===== src/hdl/sem_pkg.sv =====
package sem_pkg;
   // operation context register bit positions
   localparam int TRIGGERED_BIT = 62;
   localparam int ARMED_BIT = 63;
   localparam int UFETCH_TRIG_BIT = 53;
   localparam int UFETCH_ARM_LO = 54;
   localparam int UFETCH_ARM_HI = 55;
   // uncached-fetch armed field codes
   localparam logic [1:0] UFETCH_OFF = 2'h0;
   localparam logic [1:0] UFETCH_INC = 2'h1;
   localparam logic [1:0] UFETCH_DEC = 2'h2;
   localparam logic [1:0] UFETCH_CLR = 2'h3;
   // reset values
   localparam logic ARMED_RST = 1'h0;
   localparam logic TRIG_RST = 1'h0;
   localparam logic [1:0] UFETCH_RST = 2'h0;
   localparam logic [39:0] OP_ADDR_RST = 40'h0;
   // processor-visible access kinds
   typedef enum logic [3:0] {
      ACC_NONE,
      ACC_CTX_WR,
      ACC_CTX_RD,
      ACC_ADDR_WR,
      ACC_ADDR_RD,
      ACC_FETCH_INC,
      ACC_FETCH_DEC,
      ACC_FETCH_CLR,
      ACC_NC_READ,
      ACC_NC_WRITE,
      ACC_COH_INC,
      ACC_MEM_LOAD
   } acc_type;
   // memory-side operations
   typedef enum logic [3:0] {
      MOP_NONE,
      MOP_LOAD,
      MOP_LOAD_CLEAR_CACHE,
      MOP_LOAD_CLEAR_MEM,
      MOP_FETCH_INC,
      MOP_FETCH_DEC,
      MOP_FETCH_CLR,
      MOP_NC_READ,
      MOP_NC_WRITE,
      MOP_COH_INC_DWORD
   } mop_type;
endpackage : sem_pkg


===== src/hdl/noncoherent_semaphore_issue.sv =====
// Summary of operation
// - load-and-clear word/double ignore the page uncacheable bit in all modes
// - force accel bit set: load-and-clear always moves line into data cache
// - force accel bit clear: hint chooses cache clear or controller clear
// - six noncoherent operators: clear, increment, decrement in word and double
// - noncoherent operators never cache the line; value returned as load data
// - controller returns old value then increments or decrements memory itself
// - noncoherent op on a line held in any processor cache returns an error
// - word ops accepted at any word, double ops at any double-word address
// - read of an armed fetch address returns the fetched value
// - armed ends cleared when the sequence is interrupted
// - second method: a plain load issues it, sized from the load size
// - coherent double increment done in every internode cache, weakly ordered
// - after that increment every processor holding the line invalidates it
// - uncached-fetch field at bits 54:55: off, increment, decrement, clear
// - first plain load of either size clears the field; only coherent reads translate and set 53
// - armed op access clears armed, sets 62; noncoherent ops issue if aligned (else error), coherent increment always issues; unarmed changes nothing
// - translation invalidate clears both bits when exactly one is set
module noncoherent_semaphore_issue (
   input wire logic clk,
   input wire logic rstn,
   // processor request
   input wire logic req_valid,
   input wire sem_pkg::acc_type req_kind,
   input wire logic req_double,
   input wire logic [63:0] req_wdata,
   input wire logic [39:0] req_addr,
   input wire logic req_coherent_space,
   input wire logic req_uncacheable,
   input wire logic req_load_clear,
   input wire logic req_cache_hint,
   output logic rsp_valid,
   output logic [63:0] rsp_rdata,
   output logic rsp_error,
   // interrupt and translation events
   input wire logic interrupt_abort,
   input wire logic tlb_invalidate,
   // diagnostic configuration
   input wire logic force_cache_accel_bit,
   // memory controller side
   output logic mem_valid,
   input wire logic mem_ready,
   output sem_pkg::mop_type mem_op,
   output logic [39:0] mem_addr,
   output logic mem_double,
   output logic [63:0] mem_wdata,
   output logic mem_to_cache,
   output logic mem_invalidate_all,
   input wire logic mem_done,
   input wire logic [63:0] mem_rdata,
   input wire logic mem_line_cached,
   // register state visible to software
   output logic [63:0] op_context_reg,
   output logic [39:0] op_address_reg
);
   typedef enum logic [1:0] {IDLE, ISSUE, WAIT} state_type;

   state_type state_q, state_d;
   logic armed_q, armed_d;
   logic trig_q, trig_d;
   logic [1:0] ufetch_q, ufetch_d;
   logic ufetch_trig_q, ufetch_trig_d;
   logic [39:0] addr_q, addr_d;
   sem_pkg::mop_type op_q, op_d;
   logic [39:0] maddr_q, maddr_d;
   logic dbl_q, dbl_d;
   logic [63:0] mwdata_q, mwdata_d;
   logic to_cache_q, to_cache_d;
   logic rsp_valid_q, rsp_valid_d;
   logic [63:0] rdata_q, rdata_d;
   logic err_q, err_d;
   logic nc_q, nc_d;
   logic posted_q, posted_d;

   // operation addresses gated by the armed bit
   function automatic logic is_armed_op(input sem_pkg::acc_type k);
      return k inside {sem_pkg::ACC_FETCH_INC, sem_pkg::ACC_FETCH_DEC,
                       sem_pkg::ACC_FETCH_CLR, sem_pkg::ACC_NC_READ,
                       sem_pkg::ACC_NC_WRITE, sem_pkg::ACC_COH_INC};
   endfunction : is_armed_op

   // alignment check: word ops on 4 bytes, double ops on 8 bytes
   function automatic logic aligned(input logic [39:0] a, input logic d);
      return d ? (a[2:0] == 3'h0) : (a[1:0] == 2'h0);
   endfunction : aligned

   always_comb begin
      state_d = state_q;
      armed_d = armed_q;
      trig_d = trig_q;
      ufetch_d = ufetch_q;
      ufetch_trig_d = ufetch_trig_q;
      addr_d = addr_q;
      op_d = op_q;
      maddr_d = maddr_q;
      dbl_d = dbl_q;
      mwdata_d = mwdata_q;
      to_cache_d = to_cache_q;
      rsp_valid_d = 1'b0;
      rdata_d = rdata_q;
      err_d = 1'b0;
      nc_d = nc_q;
      posted_d = posted_q;
      // exactly one of armed/triggered set: both dropped
      if (tlb_invalidate && (armed_q ^ trig_q)) begin
         armed_d = 1'b0;
         trig_d = 1'b0;
      end
      // interrupted sequence never issues
      if (interrupt_abort) begin
         armed_d = 1'b0;
         trig_d = 1'b0;
      end
      case (state_q)
         IDLE: begin
            if (req_valid) begin
               maddr_d = addr_q;
               dbl_d = req_double;
               mwdata_d = req_wdata;
               to_cache_d = 1'b0;
               nc_d = 1'b0;
               posted_d = 1'b0;
               case (req_kind)
                  sem_pkg::ACC_CTX_WR: begin
                     trig_d = req_wdata[sem_pkg::TRIGGERED_BIT];
                     armed_d = req_wdata[sem_pkg::ARMED_BIT];
                     ufetch_trig_d = req_wdata[sem_pkg::UFETCH_TRIG_BIT];
                     // field bit 54 is the msb of the two-bit code
                     ufetch_d = {req_wdata[sem_pkg::UFETCH_ARM_LO],
                                 req_wdata[sem_pkg::UFETCH_ARM_HI]};
                     rsp_valid_d = 1'b1;
                  end
                  sem_pkg::ACC_ADDR_WR: begin
                     addr_d = req_wdata[39:0];
                     rsp_valid_d = 1'b1;
                  end
                  sem_pkg::ACC_CTX_RD, sem_pkg::ACC_ADDR_RD: begin
                     rdata_d = (req_kind == sem_pkg::ACC_CTX_RD) ? op_context_reg
                                                               : {24'h0, addr_q};
                     rsp_valid_d = 1'b1;
                  end
                  sem_pkg::ACC_MEM_LOAD: begin
                     maddr_d = req_addr;
                     op_d = sem_pkg::MOP_LOAD;
                     to_cache_d = !req_uncacheable;
                     if (req_load_clear) begin
                        // uncacheable bit deliberately not consulted
                        if (force_cache_accel_bit || req_cache_hint) begin
                           op_d = sem_pkg::MOP_LOAD_CLEAR_CACHE;
                           to_cache_d = 1'b1;
                        end else begin
                           op_d = sem_pkg::MOP_LOAD_CLEAR_MEM;
                           to_cache_d = 1'b0;
                        end
                     end else if (ufetch_q != sem_pkg::UFETCH_OFF) begin
                        ufetch_d = sem_pkg::UFETCH_OFF;
                        if (req_coherent_space) begin
                           ufetch_trig_d = 1'b1;
                           nc_d = 1'b1;
                           to_cache_d = 1'b0;
                           case (ufetch_q)
                              sem_pkg::UFETCH_INC: op_d = sem_pkg::MOP_FETCH_INC;
                              sem_pkg::UFETCH_DEC: op_d = sem_pkg::MOP_FETCH_DEC;
                              default: op_d = sem_pkg::MOP_FETCH_CLR;
                           endcase
                        end
                     end
                     state_d = ISSUE;
                  end
                  default: begin
                     if (is_armed_op(req_kind) && armed_q && !interrupt_abort) begin
                        armed_d = 1'b0;
                        trig_d = 1'b1;
                        nc_d = (req_kind != sem_pkg::ACC_COH_INC);
                        case (req_kind)
                           sem_pkg::ACC_FETCH_INC: op_d = sem_pkg::MOP_FETCH_INC;
                           sem_pkg::ACC_FETCH_DEC: op_d = sem_pkg::MOP_FETCH_DEC;
                           sem_pkg::ACC_FETCH_CLR: op_d = sem_pkg::MOP_FETCH_CLR;
                           sem_pkg::ACC_NC_READ: op_d = sem_pkg::MOP_NC_READ;
                           sem_pkg::ACC_NC_WRITE: op_d = sem_pkg::MOP_NC_WRITE;
                           default: begin
                              op_d = sem_pkg::MOP_COH_INC_DWORD;
                              addr_d = req_wdata[39:0];
                              maddr_d = req_wdata[39:0];
                              dbl_d = 1'b1;
                              posted_d = 1'b1;
                           end
                        endcase
                        state_d = ISSUE;
                     end else begin
                        // unarmed: undefined data, bits kept, write dropped
                        rdata_d = 64'h0;
                        rsp_valid_d = 1'b1;
                     end
                  end
               endcase
               if (nc_d && !aligned(maddr_d, dbl_d)) begin
                  // only natural alignment is guaranteed; reject the rest
                  state_d = IDLE;
                  err_d = 1'b1;
                  rsp_valid_d = 1'b1;
               end
            end
         end
         ISSUE: begin
            if (mem_ready) begin
               if (posted_q) begin
                  // weakly ordered: processor released at issue
                  rsp_valid_d = 1'b1;
                  state_d = IDLE;
               end else begin
                  state_d = WAIT;
               end
            end
         end
         WAIT: begin
            if (mem_done) begin
               rdata_d = mem_rdata;
               err_d = nc_q && mem_line_cached;
               rsp_valid_d = 1'b1;
               state_d = IDLE;
            end
         end
         default: state_d = IDLE;
      endcase
   end

   always_ff @(posedge clk) begin
      if (!rstn) begin
         state_q <= IDLE;
         armed_q <= sem_pkg::ARMED_RST;
         trig_q <= sem_pkg::TRIG_RST;
         ufetch_q <= sem_pkg::UFETCH_RST;
         ufetch_trig_q <= sem_pkg::TRIG_RST;
         addr_q <= sem_pkg::OP_ADDR_RST;
         op_q <= sem_pkg::MOP_NONE;
         maddr_q <= sem_pkg::OP_ADDR_RST;
         dbl_q <= 1'b0;
         mwdata_q <= 64'h0;
         to_cache_q <= 1'b0;
         rsp_valid_q <= 1'b0;
         rdata_q <= 64'h0;
         err_q <= 1'b0;
         nc_q <= 1'b0;
         posted_q <= 1'b0;
      end else begin
         state_q <= state_d;
         armed_q <= armed_d;
         trig_q <= trig_d;
         ufetch_q <= ufetch_d;
         ufetch_trig_q <= ufetch_trig_d;
         addr_q <= addr_d;
         op_q <= op_d;
         maddr_q <= maddr_d;
         dbl_q <= dbl_d;
         mwdata_q <= mwdata_d;
         to_cache_q <= to_cache_d;
         rsp_valid_q <= rsp_valid_d;
         rdata_q <= rdata_d;
         err_q <= err_d;
         nc_q <= nc_d;
         posted_q <= posted_d;
      end
   end

   always_comb begin
      op_context_reg = 64'h0;
      op_context_reg[sem_pkg::ARMED_BIT] = armed_q;
      op_context_reg[sem_pkg::TRIGGERED_BIT] = trig_q;
      op_context_reg[sem_pkg::UFETCH_ARM_LO] = ufetch_q[1];
      op_context_reg[sem_pkg::UFETCH_ARM_HI] = ufetch_q[0];
      op_context_reg[sem_pkg::UFETCH_TRIG_BIT] = ufetch_trig_q;
   end

   assign op_address_reg = addr_q;
   assign mem_valid = (state_q == ISSUE);
   assign mem_op = op_q;
   assign mem_addr = maddr_q;
   assign mem_double = dbl_q;
   assign mem_wdata = mwdata_q;
   assign mem_to_cache = to_cache_q && !nc_q;
   // internode caches update in place, sharers drop their copies
   assign mem_invalidate_all = (state_q == ISSUE) && (op_q == sem_pkg::MOP_COH_INC_DWORD);
   assign rsp_valid = rsp_valid_q;
   assign rsp_rdata = rdata_q;
   assign rsp_error = err_q;
endmodule : noncoherent_semaphore_issue


===== config.mk =====
export PLATFORM = sky130hd
export DESIGN_NAME = noncoherent_semaphore_issue
export DESIGN_NICKNAME = d
export VERILOG_FILES = /design/src/hdl/sem_pkg.sv /design/src/hdl/noncoherent_semaphore_issue.sv
export SDC_FILE = /design/constraint.sdc
export NUM_CORES = 1
export LEC_CHECK = 0
export ABC_AREA = 1
export ABC_CLOCK_PERIOD_IN_PS = 2130
export BUFFER_PORTS_ARGS = -buffer_cell sky130_fd_sc_hd__buf_2
export CORE_AREA = 5 5 178 180
export DETAILED_ROUTE_END_ITERATION = 16
export DIE_AREA = 0 0 183 185
export GPL_ROUTABILITY_DRIVEN = 0
export PLACE_DENSITY = 0.62
export SYNTH_ARGS = -nofsm -noshare
export SYNTH_HDL_FRONTEND = slang
export SYNTH_SLANG_ARGS = --single-unit

===== constraint.sdc =====
create_clock -name clk -period 2.13 [get_ports clk]
set_clock_uncertainty 0.2 [all_clocks]
set_input_delay 0.213 -clock clk [delete_from_list [all_inputs] [get_ports clk]]
set_output_delay 0.213 -clock clk [all_outputs]
set_load 0.01 [all_outputs]

Word level (Yosys, flattened, before mapping)
Index checks and enable logic that the tools add are counted.
{ "totals": {"ff_bits": 225, "latchBits": 0, "ramBits": 0, "mem_bits_ro": 0, "input_bits": 186, "output_inout_bits": 282, "word_cells": 160, "mem_count": 0} }
{ "op_classes": {"n_addsub": 0, "mul": 0, "div": 0, "magnitude_cmp": 0, "eq_ne": 27, "shift": 0, "n_mux": 80, "bitwise": 3, "reduce_logical": 34} }
{ "op_table": {"columns": ["cell", "n"], "rows": [
  ["two-way mux 64 bit", 4],
  ["one-hot mux 64 bit (2 select lines)", 2],
  ["two-way mux 40 bit", 4],
  ["one-hot mux 40 bit (2 select lines)", 2],
  ["two-way mux 1 bit", 43],
  ["equality test 4 bit, second input constant", 5],
  ["one-hot mux 4 bit (5 select lines)", 1],
  ["equality test 4 x 3 -> 1 bit, second input constant", 4],
  ["two-way mux 2 bit", 8],
  ["AND reduction 5 bit", 3],
  ["inequality test 2 bit, second input constant", 6],
  ["one-hot mux 1 bit (2 select lines)", 6],
  ["one-hot mux 2 bit (2 select lines)", 3],
  ["OR reduction 4 bit", 3],
  ["OR reduction 5 bit", 2],
  ["equality test 4 x 2 -> 1 bit, second input constant", 2],
  ["two-way mux 4 bit", 2],
  ["one-hot mux 4 bit (2 select lines)", 1],
  ["nonzero test 2 bit", 4],
  ["logical AND 1 bit", 7],
  ["two-way mux 3 bit", 2],
  ["one-hot mux 2 bit (3 select lines)", 1],
  ["AND reduction 6 bit", 1],
  ["nonzero test 6 bit", 1],
  ["20 further kinds", 27]
]} }

Depth between registers and ports, before layout
{ "depth": {"word_depth": 15, "depth_mapped": 16, "ltp_nobuf": 16} }

Worst setup path after synthesis
No wires, ideal clock.
{ "synth_path": {"path_kind": "flip-flop to flip-flop", "start": "register state_q[1]", "end": "register maddr_q[27] (netlist: mem_addr[27])", "setup_ps": 81, "arrival_time_ps": 1667, "required_ps": 1849, "path_slack_ps": 182, "stages_incl_launch_ff": 7, "path_buffers": 1, "period_less_slack_ps": 1948, "cell_sequence": "dfxtp_1 -> nor2_4 -> nand2_1 -> nor3_1 -> clkbuf_1 -> nand2_1 -> a41oi_1"} }
{ "synth_via": {"elab_chain_len": 2} }
{ "synth_rtl": {"columns": ["element", "line_no", "text"], "rows": [
  ["start: declaration", "noncoherent_semaphore_issue.sv:58", "state_type state_q, state_d;"],
  ["start signal: assignment", "noncoherent_semaphore_issue.sv:247", "state_q <= state_d;"],
  ["zero test 2 bit", "noncoherent_semaphore_issue.sv:114", "case (state_q)"],
  ["AND reduction 2 bit (no line)", null, null],
  ["end signal: assignment", "noncoherent_semaphore_issue.sv:237", "maddr_q <= sem_pkg::OP_ADDR_RST;"],
  ["end signal: assignment", "noncoherent_semaphore_issue.sv:254", "maddr_q <= maddr_d;"],
  ["end: declaration", "noncoherent_semaphore_issue.sv:65", "logic [39:0] maddr_q, maddr_d;"]
]} }
No other way between the ends.
A chain may end at the register's enable or synchronous reset.

Worst setup path after layout
{ "layout_path": {"start": "register state_q[0]", "end": "output port mem_invalidate_all"} }
{ "layout_via": {"elab_chain_len": 2} }
{ "layout_rtl": {"columns": ["element", "line_no", "text"], "rows": [
  ["equality test 2 x 1 -> 1 bit", "noncoherent_semaphore_issue.sv:283", "assign mem_invalidate_all = (state_q == ISSUE) && (op_q == sem_pkg::MOP_COH_INC_DWORD);"],
  ["logical AND 1 bit", "noncoherent_semaphore_issue.sv:283", null],
  ["end: declaration", "noncoherent_semaphore_issue.sv:48", "output logic mem_invalidate_all,"]
]} }
No other way between the ends.

==> results.py <==
metrics = {
    "global_routing": {
        "grt_overflow_total": 0,
        "track_usage": 0.245,
        "grt_start_max_net_pins": 90,
        "grt_pass1_vias": 12202,
        "antenna_found_initial": 0,
        "grt_pass1_wl_mm": 67.1,
    },
    "synth": {
        "synth.distinct_cells": 34,
        "seq_area_frac_synth": 0.429,
        "synth_compound_area_frac": 0.237,
        "yosys.area.top_type": "dfxtp_1",
        "syn_area_um2": 10500,
        "synth_adder_area_share": 0.00119,
        "syn_inst": 1476,
        "synthSimpleGateAreaFrac": 0.215,
        "muxShareOfSynthArea": 0,
        "synth-edff-count": 0,
        "synthTopCellsByArea": "dfxtp_1 43%, o21ai_0 11%, nand2_1 10%",
        "synth_top_area_share": 0.429,
        "yosysWarnings": 0,
        "synth_flop_cell": "dfxtp_1",
        "avgSynthCellArea_um2": 7.11,
        "ys_seq_elements": 225,
        "async_flop_share": 0,
        "synth_top_family_by_area": "compound AO/OA/AOI/OAI gates",
        "synth_xor_area_frac": 0,
    },
    "worst_hold_path": {
        "hold_path_class": "in2reg",
        "holdPathEnd": "ufetch_q[1]",
        "holdCritStartpoint": "req_kind[3]",
        "hold_depth": 6,
    },
    "worst_setup_path": {
        "worstRegToRegCells": 6,
        "critPathRequiredTime_ns": 1.72,
        "cp-start-kind": "flip-flop",
        "critical_path_class": "reg2out",
        "arrival_ns": 1.67,
        "critPathLaunch": "state_q[0]",
        "critPathCaptureType": "output pin",
        "r2r_start": "state_q[1]",
        "regToRegEndpoint": "mem_wdata[60]",
        "r2r_slack_ns": 0.09,
        "critical_path.max_fanout": 4,
    },
    "power_and_ir_drop": {
        "p_int_mw": 10.5,
        "leakage_nw": 7.04,
        "p_sw_mw": 6.61,
        "netSwitchingFraction": 0.386,
        "power.density_nw_per_um2": 1080,
        "pwr-share-seq": 0.353,
        "vdd_ir_drop_max_mv": 0.736,
        "pwr-share-clk": 0.269,
        "comb_power_share": 0.378,
    },
    "placed_design": {
        "dp_hpwl_mm": 30.5,
        "port-buffer-count": 408,
        "placed_cells": 2226,
    },
    "timing": {
        "post-route-min-period_ns": 2.08,
        "max_freq_mhz": 481,
        "setup_viol": 0,
        "slew-limit-headroom": 0.573,
        "finalHoldViolations": 0,
        "maxSlewViolCount": 0,
        "rsz0062_at_grt": "yes",
        "worstMarginPinSlew_ns": 0.640,
        "period_share": 0.976,
        "fin_tns_setup_ns": 0,
    },
    "clocking": {
        "clkTransAtPathRegs_ns": 0.07,
        "ctsHtreeMaxLevel": 1,
        "clk_path_buf_depth": 3,
        "worstSkewPairLatency_ns": 0.54,
        "numCtsBuffers": 26,
        "cts_tree": "done",
        "clock_sinks": 225,
        "cts-root-buf": "clkbuf_16",
    },
    "die": {
        "io_pins": 468,
        "dieArea_um2": 33900,
        "coreArea_um2": 30000,
        "die_h_um": 185,
        "die_x_um": 183,
        "rows": 64,
        "start_util": 0.350,
    },
    "route": {
        "drt_iter0_drc": 825,
        "drcViolationCount": 0,
        "viasPerCell": 5.06,
        "drtAntennaViolNets": 0,
        "vias": 12451,
        "drt-total-wl_mm": 44.6,
        "first_pass_iters": 6,
        "wl_per_cell_um": 18.1,
    },
    "layout": {
        "areaGrowthSynthToFinish_pct": 51.0,
        "n_antenna_cell": 0,
        "drive_above_1_share": 0.266,
        "nFillCells": 2796,
        "nNetsFinal": 2236,
        "final-instance-count-excl-fill": 2463,
    },
    "run": {
        "max_cap_violations": 0,
    },
    "outcome": {
        "status": "complete, no violations",
    },
}
## worst max-delay path, cell delays in order, from the launching register on
cell and delay [ns]:
dfxtp_1 0.39, inv_1 0.11, nor2_1 0.23, nand3_1 0.11
nor3_1 0.13, buf_2 0.16
## area by class of cell
class,instances,area [um^2],area share
inverter,82,314,0.0198
tap,396,495,0.0313
timing repair buffer,658,4600,0.290
sequential,225,4510,0.284
clock inverter,7,96.3,0.00608
multi-input combinational,1056,5060,0.319
clock buffer,39,781,0.0493
## routing by layer
metal  share of wire  global-route usage
met5               0                   0
met3           0.078              0.0483
met4           0.041              0.0930
met1            0.38               0.288
met2            0.50               0.439
## cells in the mapped netlist, types with 2 or more instances
cell type,number
a211oi_1,2
a21oi_1,113
a22oi_1,16
a31oi_1,56
a41oi_1,25
buf_1,11
buf_2,13
buf_4,63
buf_6,3
clkbuf_1,81
dfxtp_1,225
inv_1,76
inv_2,6
nand2_1,290
nand2_2,4
nand3_1,54
nand3_2,6
nand4_1,3
nor2_1,145
nor2_2,3
nor2_4,2
nor3_1,36
o21ai_0,226
o21ai_1,7
## logic make-up (layout without fill, tap and decap cells)
kind of cell | after synthesis | count (layout)
buf+inv | 253 | 786
other cells | 1 | 59
fa+ha+maj | 1 | 1
simple gates | 546 | 546
flops | 225 | 225
compound gates | 450 | 450
## worst max path at each step
stage / slack (ns) / endpoint / depth (start not counted)
2_1_floorplan: 0.18 / mem_addr[27] / 6
6_report: 0.05 / mem_invalidate_all / 5
3_3_place_gp: -0.01 / rsp_rdata[52] / 15
5_1_grt: -0.007 / op_address_reg[18] / 7
3_5_place_dp: -0.07 / rsp_rdata[51] / 15
4_1_cts: 0.06 / rsp_valid / 7
## power by group through the flow
stage / clock network, mW / registers [mW] / logic, mW
5_1_grt: 4.89 / 6.17 / 7.13
3_3_place_gp: 0 / 6.09 / 6.03
3_5_place_dp: 0 / 6.09 / 6.11
4_1_cts: 4.71 / 6.02 / 6.41
6_report: 4.61 / 6.04 / 6.47
2_1_floorplan: 0 / 6.47 / 3.06
## through the flow
step	utilization	cell area [um^2]	hold WS (ns)	setup WS, ns	power [mW]
floorplan	-	10700	0.156	0.182	9.53
global placement	0.434	13000	0.249	-0.0107	12.1
detailed placement	0.434	13000	0.252	-0.0685	12.2
CTS	0.526	15800	0.0203	0.0587	17.1
global route	0.528	15900	0.0721	-0.00680	18.2
finish	0.528	15900	0.0487	0.0502	17.1
## repair_timing
item | 4_1_cts | 5_1_grt
setup buffers | 0 | 1
hold buffers | 190 | 0
endpoints found under the setup margin | 0 | 59
hold endpoints to repair | 222 | 0
resized for setup | 0 | 11
## cell usage in the layout (no fill, tap or decap), types with 10 or more instances in the layout
cell type,instances
a41oi_1,25
dfxtp_1,224
a21oi_1,112
conb_1,59
nand2_1,283
a22oi_1,16
buf_4,44
buf_12,16
nor2_1,143
nand3_1,53
o21ai_0,226
nand2_2,10
nor3_1,35
dlygate4sd3_1,190
a31oi_1,56
buf_2,407
inv_1,73
clkbuf_16,27
Note: power is estimated with default switching activity, not from simulation.
